`config.mk`:
```
export PLATFORM = sky130hd
export DESIGN_NAME = ddr2_ctl_inputs
export DESIGN_NICKNAME = d
export VERILOG_FILES = /design/src/ddr2_ctl_pkg.sv /design/src/ddr2_ctl_inputs.sv /design/src/beat_mask.sv
export SDC_FILE = /design/constraint.sdc
export NUM_CORES = 1
export LEC_CHECK = 0
export BUFFER_PORTS_ARGS = -buffer_cell sky130_fd_sc_hd__buf_2
export CORE_MARGIN = 2
export CORE_UTILIZATION = 30
export DETAILED_ROUTE_END_ITERATION = 10
export SLEW_MARGIN = 15
export SYNTH_ARGS = -nofsm -noshare
export SYNTH_HDL_FRONTEND = slang
export SYNTH_SLANG_ARGS = --single-unit
```
`constraint.sdc`:
```
create_clock -name clk_i -period 4.3 [get_ports clk_i]
set_input_delay 0.215 -clock clk_i [delete_from_list [all_inputs] [get_ports clk_i]]
set_output_delay 0.215 -clock clk_i [all_outputs]
set_load 0.03 [all_outputs]
```
`src/ddr2_ctl_pkg.sv`:
```
/*
  Shared constants and types for the DDR2 control-input block: pin groups,
  command codes, power states and mode-register field positions.
  Assumes one clock domain; every pin group is synchronous to clk_i.
*/
package ddr2_ctl_pkg;

    // ----------------------------------------------------------------
    // Widths and field positions
    // ----------------------------------------------------------------
    localparam int BA_W = 3;
    localparam int ADDR_W = 14;
    localparam int NUM_BANKS = 8;
    localparam int DQ_MAX = 16;
    localparam int LANES_MAX = 2;
    localparam int LANE_W = 8;
    localparam int MR_NUM = 4;
    localparam int MR_SEL_W = 2;
    localparam int A10_POS = 10;
    localparam int BA_HI_POS = 2;
    localparam int RTT_LO_POS = 2;
    localparam int RTT_HI_POS = 6;
    localparam logic [MR_SEL_W-1:0] EMR_SEL = 2'h1;
    localparam logic [ADDR_W-1:0] MR_RST = 14'h0000;

    // ----------------------------------------------------------------
    // Types
    // ----------------------------------------------------------------
    // Code is {cs_n, ras_n, cas_n, we_n}
    typedef enum logic [3:0] {
        CMD_LMR = 4'h0,
        CMD_REF = 4'h1,
        CMD_PRE = 4'h2,
        CMD_ACT = 4'h3,
        CMD_WR = 4'h4,
        CMD_RD = 4'h5,
        CMD_BST = 4'h6,
        CMD_NOP = 4'h7,
        CMD_DESEL = 4'hf
    } cmd_t;

    typedef enum logic [3:0] {
        PS_ACTIVE = 4'h1,
        PS_PD_PRE = 4'h2,
        PS_PD_ACT = 4'h4,
        PS_SREF = 4'h8
    } pwr_state_t;

    typedef struct packed {
        logic cs_n;
        logic ras_n;
        logic cas_n;
        logic we_n;
        logic [BA_W-1:0] ba;
        logic [ADDR_W-1:0] addr;
    } cmd_pins_t;

    typedef struct packed {
        logic [DQ_MAX-1:0] dq;
        logic [LANES_MAX-1:0] dm;
    } wr_beat_t;

    typedef struct packed {
        logic [DQ_MAX-1:0] dq;
        logic [LANES_MAX-1:0] dm;
        logic [LANES_MAX-1:0] dqs;
    } term_map_t;

endpackage : ddr2_ctl_pkg

```
`src/ddr2_ctl_inputs.sv`:
```
/*
  DDR2 device-side control inputs: command sampling and decode, bank and
  mode-register tracking, CKE power states, input buffer gating, on-die
  termination enables, write data masking and read drive timing.
  Assumes clk_i is the sampled CK/CK# crossing and all pins are synchronous.
*/
`timescale 1ns/100ps

// What this block does
// Bank address picks one of eight banks for ACTIVE, READ, WRITE, PRECHARGE.
// Bank address picks MR, EMR, EMR2 or EMR3 during LOAD MODE.
// All address and control pins are sampled on the rising clock crossing.
// Driven data and strobe are timed from the clock crossings.
// CKE registered high runs internal clocking; registered low stops it.
// CKE low enters precharge power-down or self refresh when idle, else active power-down; code enters self refresh on REFRESH even with banks open.
// CKE synchronous for power-down and self refresh entry; self refresh exit asynchronous.
// In power-down only clock, CKE and ODT input buffers stay on.
// In self refresh only the CKE input buffer stays on.
// Commands decode only with chip select low; chip select high masks all.
// Command is chip select plus row, column strobes and write enable, same cycle.
// Data mask sampled on both strobe edges; masked byte lanes of a write beat are not enabled.
// On sixteen-bit parts lower mask covers low byte, upper covers high byte.
// ODT registered high enables termination on data, strobe and mask balls only.
// ODT is ignored when termination is disabled by LOAD MODE.
// Data bus width is four, eight or sixteen bits by configuration.
// PRECHARGE with A10 low closes the addressed bank, high closes all.
// Command encoding follows the standard DDR2 truth table.
module ddr2_ctl_inputs
    import ddr2_ctl_pkg::*;
#(
    parameter int DQ_W = 16
) (
    input wire logic clk_i,
    input wire logic rst_n_i,
    input wire cmd_pins_t cmd_i,
    input wire logic cke_i,
    input wire logic odt_i,
    input wire logic [DQ_MAX-1:0] dq_i,
    output logic [DQ_MAX-1:0] dq_o,
    output logic dq_oe_n_o,
    input wire logic [LANES_MAX-1:0] dm_i,
    input wire logic dqs_i,
    output logic dqs_o,
    output logic dqs_oe_n_o,
    input wire logic rd_valid_i,
    input wire logic [DQ_MAX-1:0] rd_data_i,
    output cmd_t cmd_o,
    output logic [BA_W-1:0] cmd_bank_o,
    output logic [ADDR_W-1:0] cmd_addr_o,
    output logic [NUM_BANKS-1:0] bank_open_o,
    output logic [ADDR_W-1:0] ext_mode_o,
    output pwr_state_t pwr_state_o,
    output logic clk_run_o,
    output logic cmd_ibuf_en_o,
    output logic odt_ibuf_en_o,
    output term_map_t term_o,
    output logic wr_valid_o,
    output logic [DQ_MAX-1:0] wr_data_o,
    output logic [LANES_MAX-1:0] wr_be_o
);

    localparam int LANES = (DQ_W == DQ_MAX) ? LANES_MAX : 1;
    localparam logic [DQ_MAX-1:0] DQ_MASK = DQ_MAX'((32'h1 << DQ_W) - 32'h1);
    localparam logic [LANES_MAX-1:0] LANE_MASK = LANES_MAX'((32'h1 << LANES) - 32'h1);

    // ----------------------------------------------------------------
    // State
    // ----------------------------------------------------------------
    pwr_state_t state_q, state_d;
    cmd_t cmd_q;
    logic [BA_W-1:0] ba_q;
    logic [ADDR_W-1:0] addr_q;
    logic [NUM_BANKS-1:0] bank_open_q;
    logic [ADDR_W-1:0] mr_q [MR_NUM];
    logic cke_q;
    logic odt_q;
    logic wr_win_q;
    logic dqs_prev_q;
    logic [DQ_MAX-1:0] dq_out_q;
    logic drive_q;
    logic dqs_out_q;

    // ----------------------------------------------------------------
    // Command decode
    // ----------------------------------------------------------------
    wire in_active = (state_q == PS_ACTIVE);
    wire in_sref = (state_q == PS_SREF);
    wire in_pd = (state_q == PS_PD_PRE) || (state_q == PS_PD_ACT);
    wire [3:0] pin_code = {1'b0, cmd_i.ras_n, cmd_i.cas_n, cmd_i.we_n};
    wire cmd_sel = in_active && !cmd_i.cs_n;
    wire cmd_t cmd_d = cmd_sel ? cmd_t'(pin_code) : CMD_DESEL;
    wire pin_ref = !cmd_i.cs_n && (cmd_t'(pin_code) == CMD_REF);
    wire a10_q = addr_q[A10_POS];
    wire lmr_ok = (cmd_q == CMD_LMR) && !ba_q[BA_HI_POS];
    wire [MR_SEL_W-1:0] mr_sel = ba_q[MR_SEL_W-1:0];
    wire rtt_on = mr_q[EMR_SEL][RTT_LO_POS] | mr_q[EMR_SEL][RTT_HI_POS];
    wire any_open = |bank_open_q;

    always_ff @(posedge clk_i or negedge rst_n_i) begin
        if (!rst_n_i) begin
            cmd_q <= CMD_DESEL;
            ba_q <= '0;
            addr_q <= '0;
        end else begin
            cmd_q <= cmd_d;
            ba_q <= cmd_i.ba;
            addr_q <= cmd_i.addr;
        end
    end

    // ----------------------------------------------------------------
    // Bank open tracking, one flag per bank
    // ----------------------------------------------------------------
    generate
        for (genvar b = 0; b < NUM_BANKS; b++) begin : g_bank
            wire hit = (ba_q == BA_W'(b));
            wire open_set = (cmd_q == CMD_ACT) && hit;
            wire pre_clr = (cmd_q == CMD_PRE) && (a10_q || hit);
            wire ap_clr = ((cmd_q == CMD_RD) || (cmd_q == CMD_WR)) && hit && a10_q;
            always_ff @(posedge clk_i or negedge rst_n_i) begin
                if (!rst_n_i) begin
                    bank_open_q[b] <= 1'b0;
                end else if (open_set) begin
                    bank_open_q[b] <= 1'b1;
                end else if (pre_clr || ap_clr) begin
                    bank_open_q[b] <= 1'b0;
                end
            end
        end
    endgenerate

    // ----------------------------------------------------------------
    // Mode registers
    // ----------------------------------------------------------------
    always_ff @(posedge clk_i or negedge rst_n_i) begin
        if (!rst_n_i) begin
            for (int i = 0; i < MR_NUM; i++) begin
                mr_q[i] <= MR_RST;
            end
        end else if (lmr_ok) begin
            mr_q[mr_sel] <= addr_q;
        end
    end

    // ----------------------------------------------------------------
    // Power state machine
    // ----------------------------------------------------------------
    always_comb begin
        state_d = state_q;
        case (state_q)
            PS_ACTIVE: begin
                if (!cke_i) begin
                    if (pin_ref) begin
                        state_d = PS_SREF;
                    end else if (any_open) begin
                        state_d = PS_PD_ACT;
                    end else begin
                        state_d = PS_PD_PRE;
                    end
                end
            end
            PS_PD_PRE, PS_PD_ACT: begin
                if (cke_i) begin
                    state_d = PS_ACTIVE;
                end
            end
            PS_SREF: begin
                if (cke_i) begin
                    state_d = PS_ACTIVE;
                end
            end
            default: begin
                state_d = PS_ACTIVE;
            end
        endcase
    end

    always_ff @(posedge clk_i or negedge rst_n_i) begin
        if (!rst_n_i) begin
            state_q <= PS_ACTIVE;
            cke_q <= 1'b0;
        end else begin
            state_q <= state_d;
            cke_q <= cke_i;
        end
    end

    // Self refresh wakes on CKE without waiting for an edge
    assign clk_run_o = (cke_q && !in_sref) || (in_sref && cke_i);
    assign cmd_ibuf_en_o = in_active;
    assign odt_ibuf_en_o = !in_sref;

    // ----------------------------------------------------------------
    // On-die termination
    // ----------------------------------------------------------------
    always_ff @(posedge clk_i or negedge rst_n_i) begin
        if (!rst_n_i) begin
            odt_q <= 1'b0;
        end else begin
            odt_q <= odt_ibuf_en_o && odt_i;
        end
    end

    wire term_en = odt_q && rtt_on;
    assign term_o.dq = term_en ? DQ_MASK : '0;
    assign term_o.dm = term_en ? LANE_MASK : '0;
    assign term_o.dqs = term_en ? LANE_MASK : '0;

    // ----------------------------------------------------------------
    // Write data: one beat per strobe edge inside a write window
    // ----------------------------------------------------------------
    wire dqs_edge = (dqs_i != dqs_prev_q);
    wire beat_valid = wr_win_q && dqs_edge && !in_sref;
    wire wr_beat_t beat = '{dq: dq_i, dm: dm_i};
    wire win_end = (cmd_q != CMD_NOP) && (cmd_q != CMD_DESEL) && (cmd_q != CMD_WR);

    always_ff @(posedge clk_i or negedge rst_n_i) begin
        if (!rst_n_i) begin
            wr_win_q <= 1'b0;
            dqs_prev_q <= 1'b0;
        end else begin
            dqs_prev_q <= dqs_i;
            if (cmd_q == CMD_WR) begin
                wr_win_q <= 1'b1;
            end else if (win_end || !in_active) begin
                wr_win_q <= 1'b0;
            end
        end
    end

    beat_mask #(
        .DQ_W(DQ_W)
    ) u_beat_mask (
        .clk_i(clk_i),
        .rst_n_i(rst_n_i),
        .valid_i(beat_valid),
        .beat_i(beat),
        .valid_o(wr_valid_o),
        .data_o(wr_data_o),
        .be_o(wr_be_o)
    );

    // ----------------------------------------------------------------
    // Read drive: data and strobe launched on the clock edge
    // ----------------------------------------------------------------
    wire drive_d = rd_valid_i && cke_i && in_active;
    always_ff @(posedge clk_i or negedge rst_n_i) begin
        if (!rst_n_i) begin
            dq_out_q <= '0;
            drive_q <= 1'b0;
            dqs_out_q <= 1'b0;
        end else begin
            dq_out_q <= rd_data_i & DQ_MASK;
            drive_q <= drive_d;
            dqs_out_q <= drive_d ? !dqs_out_q : 1'b0;
        end
    end

    assign dq_o = dq_out_q;
    assign dq_oe_n_o = !drive_q;
    assign dqs_o = dqs_out_q;
    assign dqs_oe_n_o = !drive_q;

    assign cmd_o = cmd_q;
    assign cmd_bank_o = ba_q;
    assign cmd_addr_o = addr_q;
    assign bank_open_o = bank_open_q;
    assign ext_mode_o = mr_q[EMR_SEL];
    assign pwr_state_o = state_q;

    // ----------------------------------------------------------------
    // Assertions
    // ----------------------------------------------------------------
    property p_cs_mask;
        @(posedge clk_i) disable iff (!rst_n_i)
        (in_active && cmd_i.cs_n) |=> (cmd_o == CMD_DESEL);
    endproperty
    a_cs_mask: assert property (p_cs_mask) else $error("command not masked by chip select");

    property p_cmd_form;
        @(posedge clk_i) disable iff (!rst_n_i)
        (in_active && !cmd_i.cs_n) |=> (cmd_o[2:0] == {$past(cmd_i.ras_n), $past(cmd_i.cas_n), $past(cmd_i.we_n)})
            && !cmd_o[3];
    endproperty
    a_cmd_form: assert property (p_cmd_form) else $error("command code differs from pins");

    property p_bank_act;
        @(posedge clk_i) disable iff (!rst_n_i)
        (cmd_o == CMD_ACT) |=> bank_open_o[$past(cmd_bank_o)];
    endproperty
    a_bank_act: assert property (p_bank_act) else $error("activated bank not open");

    property p_pre_all;
        @(posedge clk_i) disable iff (!rst_n_i)
        (cmd_o == CMD_PRE && cmd_addr_o[A10_POS]) |=> (bank_open_o == '0);
    endproperty
    a_pre_all: assert property (p_pre_all) else $error("precharge all left a bank open");

    property p_lmr;
        @(posedge clk_i) disable iff (!rst_n_i)
        (cmd_o == CMD_LMR && cmd_bank_o == BA_W'(EMR_SEL)) |=> (ext_mode_o == $past(cmd_addr_o));
    endproperty
    a_lmr: assert property (p_lmr) else $error("extended mode register not loaded");

    property p_pd_entry;
        @(posedge clk_i) disable iff (!rst_n_i)
        (in_active && !cke_i && !pin_ref && any_open) |=> (pwr_state_o == PS_PD_ACT) && !cmd_ibuf_en_o;
    endproperty
    a_pd_entry: assert property (p_pd_entry) else $error("active power-down not entered");

    property p_sref_bufs;
        @(posedge clk_i) disable iff (!rst_n_i)
        (in_active && !cke_i && pin_ref) |=> (!odt_ibuf_en_o && !cmd_ibuf_en_o) ##1 (term_o.dq == '0);
    endproperty
    a_sref_bufs: assert property (p_sref_bufs) else $error("buffers live in self refresh");

    property p_sref_wake;
        @(posedge clk_i) disable iff (!rst_n_i)
        (in_sref && cke_i) |-> clk_run_o ##1 (pwr_state_o == PS_ACTIVE);
    endproperty
    a_sref_wake: assert property (p_sref_wake) else $error("self refresh exit missed");

    property p_odt_ignored;
        @(posedge clk_i) disable iff (!rst_n_i)
        (!rtt_on) |-> (term_o.dq == '0) && (term_o.dm == '0);
    endproperty
    a_odt_ignored: assert property (p_odt_ignored) else $error("termination on while disabled");

    property p_mask;
        @(posedge clk_i) disable iff (!rst_n_i)
        (beat_valid && dm_i[0]) |=> wr_valid_o && !wr_be_o[0];
    endproperty
    a_mask: assert property (p_mask) else $error("masked beat written");

endmodule : ddr2_ctl_inputs

```
`src/beat_mask.sv`:
```
/*
  Write beat masking: registers one write data beat and turns the data
  mask into per-byte-lane write enables.
  Assumes the caller presents one beat per strobe edge, synchronous to clk_i.
*/
`timescale 1ns/100ps
module beat_mask
    import ddr2_ctl_pkg::*;
#(
    parameter int DQ_W = 16
) (
    input wire logic clk_i,
    input wire logic rst_n_i,
    input wire logic valid_i,
    input wire wr_beat_t beat_i,
    output logic valid_o,
    output logic [DQ_MAX-1:0] data_o,
    output logic [LANES_MAX-1:0] be_o
);

    localparam int LANES = (DQ_W == DQ_MAX) ? LANES_MAX : 1;
    localparam logic [DQ_MAX-1:0] DQ_MASK = DQ_MAX'((32'h1 << DQ_W) - 32'h1);

    logic [LANES_MAX-1:0] keep;

    // ----------------------------------------------------------------
    // Lane enables: a lane is written only when its mask is low
    // ----------------------------------------------------------------
    generate
        for (genvar j = 0; j < LANES_MAX; j++) begin : g_lane
            if (j < LANES) begin : g_used
                assign keep[j] = valid_i & ~beat_i.dm[j];
            end else begin : g_unused
                assign keep[j] = 1'b0;
            end
        end
    endgenerate

    always_ff @(posedge clk_i or negedge rst_n_i) begin
        if (!rst_n_i) begin
            valid_o <= 1'b0;
            data_o <= '0;
            be_o <= '0;
        end else begin
            valid_o <= valid_i;
            data_o <= beat_i.dq & DQ_MASK;
            be_o <= keep;
        end
    end

endmodule : beat_mask

```
==> flow_metrics.py <==
metrics = {
    "finish": {
        "final_common_cell": "buf_2",
        "final_cell_mix": "167 x buf_2, 83 x dfrtp_1, 53 x dlygate4sd3_1",
        "drive_gt1_share_pct": 48.6,
        "antenna_cells": 0,
        "area_growth_pct": 47.9,
        "nets": 490,
    },
    "critical_path": {
        "critPathMaxFanout": 7,
        "cp-start-kind": "register",
        "slowest_stage": "dfrtp_1",
        "critPathKind": "reg2out",
        "cp.arrival_ns": 1.86,
        "worstPathCellList": "nand2b_1 > or3_1 > mux2_1 > buf_2",
        "critPathCaptureType": "output pin",
        "cp.required_ns": 4.09,
        "slowest_delay_ns": 0.50,
    },
    "synth": {
        "ys_seq_area_share_pct": 68.8,
        "syn_area_mm2": 0.00321,
        "ys.flop_type": "dfrtp_1",
        "avgSynthCellArea_um2": 14.3,
        "ys_seq_elements": 88,
        "ys_types": 45,
        "syn-num-nets": 285,
        "synth-async-reset-ratio_pct": 100,
        "synth_edf_count": 0,
        "syn_inst": 224,
        "synth_warnings": 0,
    },
    "die": {
        "dieArea_mm2": 0.0115,
        "die_y_um": 107,
        "rows": 37,
        "start_util_pct": 31.0,
        "ios": 169,
        "die_w_um": 107,
        "coreArea_mm2": 0.0104,
    },
    "route": {
        "vias_per_cell": 4.35,
        "drcViolationCount": 0,
        "wl_per_cell_um": 13.6,
        "drtPass1Iterations": 4,
        "first_iter_violations": 85,
        "postRouteAntennaNets": 0,
        "num_vias": 2480,
        "wirelength_um": 7770,
    },
    "cts": {
        "cts.clk_slew.worst_paths_ns": 0.09,
        "clock_sinks": 88,
        "cts_tree": "yes",
        "cts_setup_buffers": 0,
        "cts-root-buf": "clkbuf_8",
        "clk_path_buf_depth": 2,
        "cts_made_buffers": 9,
        "worstSkewPairLatency_ns": 0.36,
        "cts.htree.levels": 3,
    },
    "power_and_ir_drop": {
        "power-per-cell-area_mw_per_mm2": 434,
        "p_leak_nw": 2.46,
        "ir_drop_mv": 0.211,
    },
    "timing": {
        "fin_crit_sh_pct": 48.2,
        "report.final.slew_viol_count": 0,
        "hold_viol_final": 0,
        "fin_hold_ws_ns": 0.0630,
        "min_period_ns": 2.07,
        "rsz0062_at_grt": "no",
        "fin_worst_skew_ns": 0.0173,
        "setup_viol": 0,
        "tns_ns": 0,
        "relSlewSlack_pct": 54.8,
        "worstMarginPinSlew_ns": 0.678,
        "fmax_mhz": 482,
    },
    "place": {
        "gp_congestion": 0.722,
        "portBuffers": 168,
        "dpl.hpwl_um": 5340,
    },
    "min_path": {
        "min_path_type": "in2reg",
    },
    "outcome": {
        "outcome": "finished, final reports clean",
    },
    "grt": {
        "grt_first_pass_wirelength_um": 12000,
        "grt_pass1_vias": 2463,
        "grt_max_degree": 58,
        "antenna_found_initial": 0,
        "grt_overflow": 0,
        "grtUsageTotal_pct": 13.5,
    },
    "flow_run": {
        "timing.max_cap.violations": 0,
    },
}
## report_power, final
part | internal [W] | switching [W] | total [W]
combinational | 0.000193 | 0.000328 | 0.000521
sequential | 0.000917 | 0.0000832 | 0.00100
clock | 0.000231 | 0.000308 | 0.000539
total | 0.00134 | 0.000719 | 0.00206
## final cells by class
class                      count  area, µm²
clock buffer                  10        138
clock inverter                 6       50.0
fill                         974       5620
inverter                       6       22.5
multi-input combinational    102        779
sequential                    88       2210
tap                          136        170
timing repair buffer         222       1380
## metrics by stage
stage / total power, W / util, % / cell area, µm² / setup slack [ns] / instances
floorplan: 0.00133 / - / 3210 / 2.33 / 224
global placement: 0.00150 / 38.9 / 4030 / 2.56 / 501
detailed placement: 0.00151 / 38.9 / 4030 / 2.50 / 501
CTS: 0.00209 / 45.8 / 4750 / 2.19 / 570
global route: 0.00217 / 45.8 / 4750 / 2.10 / 570
finish: 0.00206 / 45.8 / 4750 / 2.23 / 570
## layer usage
metal,GRT usage [%],vias to the layer above,part of all wire [%]
met5,0,-,0
met4,7.97,0,2.5
met3,2.97,16,6.2
met2,22.4,101,51
met1,16.2,1198,41
li1,-,1165,-
## cells in the mapped netlist (2+ instances only)
cell,count,area [µm²]
dfrtp_1,83,2080
buf_4,21,158
nor2_1,11,41.3
mux2_4,10,150
o21ai_0,9,45.0
a21oi_1,8,40.0
inv_1,6,22.5
o21ai_1,6,30.0
dfstp_2,5,131
nand2_1,5,18.8
nand2b_1,4,25.0
and3b_1,3,26.3
clkbuf_1,3,11.3
mux2_1,3,33.8
mux2_2,3,33.8
nand3_1,3,15.0
nand4_1,3,18.8
buf_2,2,10.0
buf_6,2,22.5
nor2b_1,2,12.5
nor3_1,2,10.0
nor3b_1,2,15.0
nor4_1,2,12.5
nor4b_4,2,47.6
o41ai_1,2,17.5
or3_1,2,12.5
xor2_1,2,17.5
## registers in the layout (all words and copies together), names as in the netlist, 2 cells and up
| name | cells |
|---|---|
| cmd_bank_o | 3 |
| ext_mode_o | 14 |
| u_beat_mask.data_o | 16 |
| bank_open_o | 8 |
| dq_o | 16 |
| pwr_state_o | 4 |
| cmd_addr_o | 14 |
| cmd_o | 4 |
| u_beat_mask.be_o | 2 |
## worst paths after layout
kind / depth (start not counted) / to / slack, ns / startpoint
max in group asynchronous: 3 / u_beat_mask.data_o[4] / 2.94 / rst_n_i
min in group asynchronous: 2 / bank_open_o[5] / 0.32 / rst_n_i
worst min-delay path: 2 / odt_q / 0.06 / odt_i
worst max-delay path: 4 / clk_run_o / 2.23 / pwr_state_o[3]
worst min register to register: 1 / dqs_o / 0.43 / dqs_o
worst max register to register: 3 / ext_mode_o[1] / 2.48 / cmd_bank_o[0]
## critical path, delay by kind of cell, from the launching register on
family	cells	cell delay, ns
buf+inv	1	0.18
flops	1	0.50
mux	1	0.33
simple gates	2	0.50
## cells by family (layout without fill, tap and decap cells)
logic type,Yosys count,count (layout),synth area share (%)
muxes,16,16,6.78
and+or+nand+nor,50,50,10.6
AOI/OAI and AO/OA,34,34,6.35
buffers and inverters,34,244,6.97
xor gates and xnor gates,2,2,0.545
DFF,88,88,68.8
## repair_timing
item,4_1_cts,5_1_grt
resized for setup,0,0
setup endpoints to repair,0,0
hold buffers,53,0
endpoints found under the hold margin,78,0
Note: power is estimated with default switching activity, not from simulation.
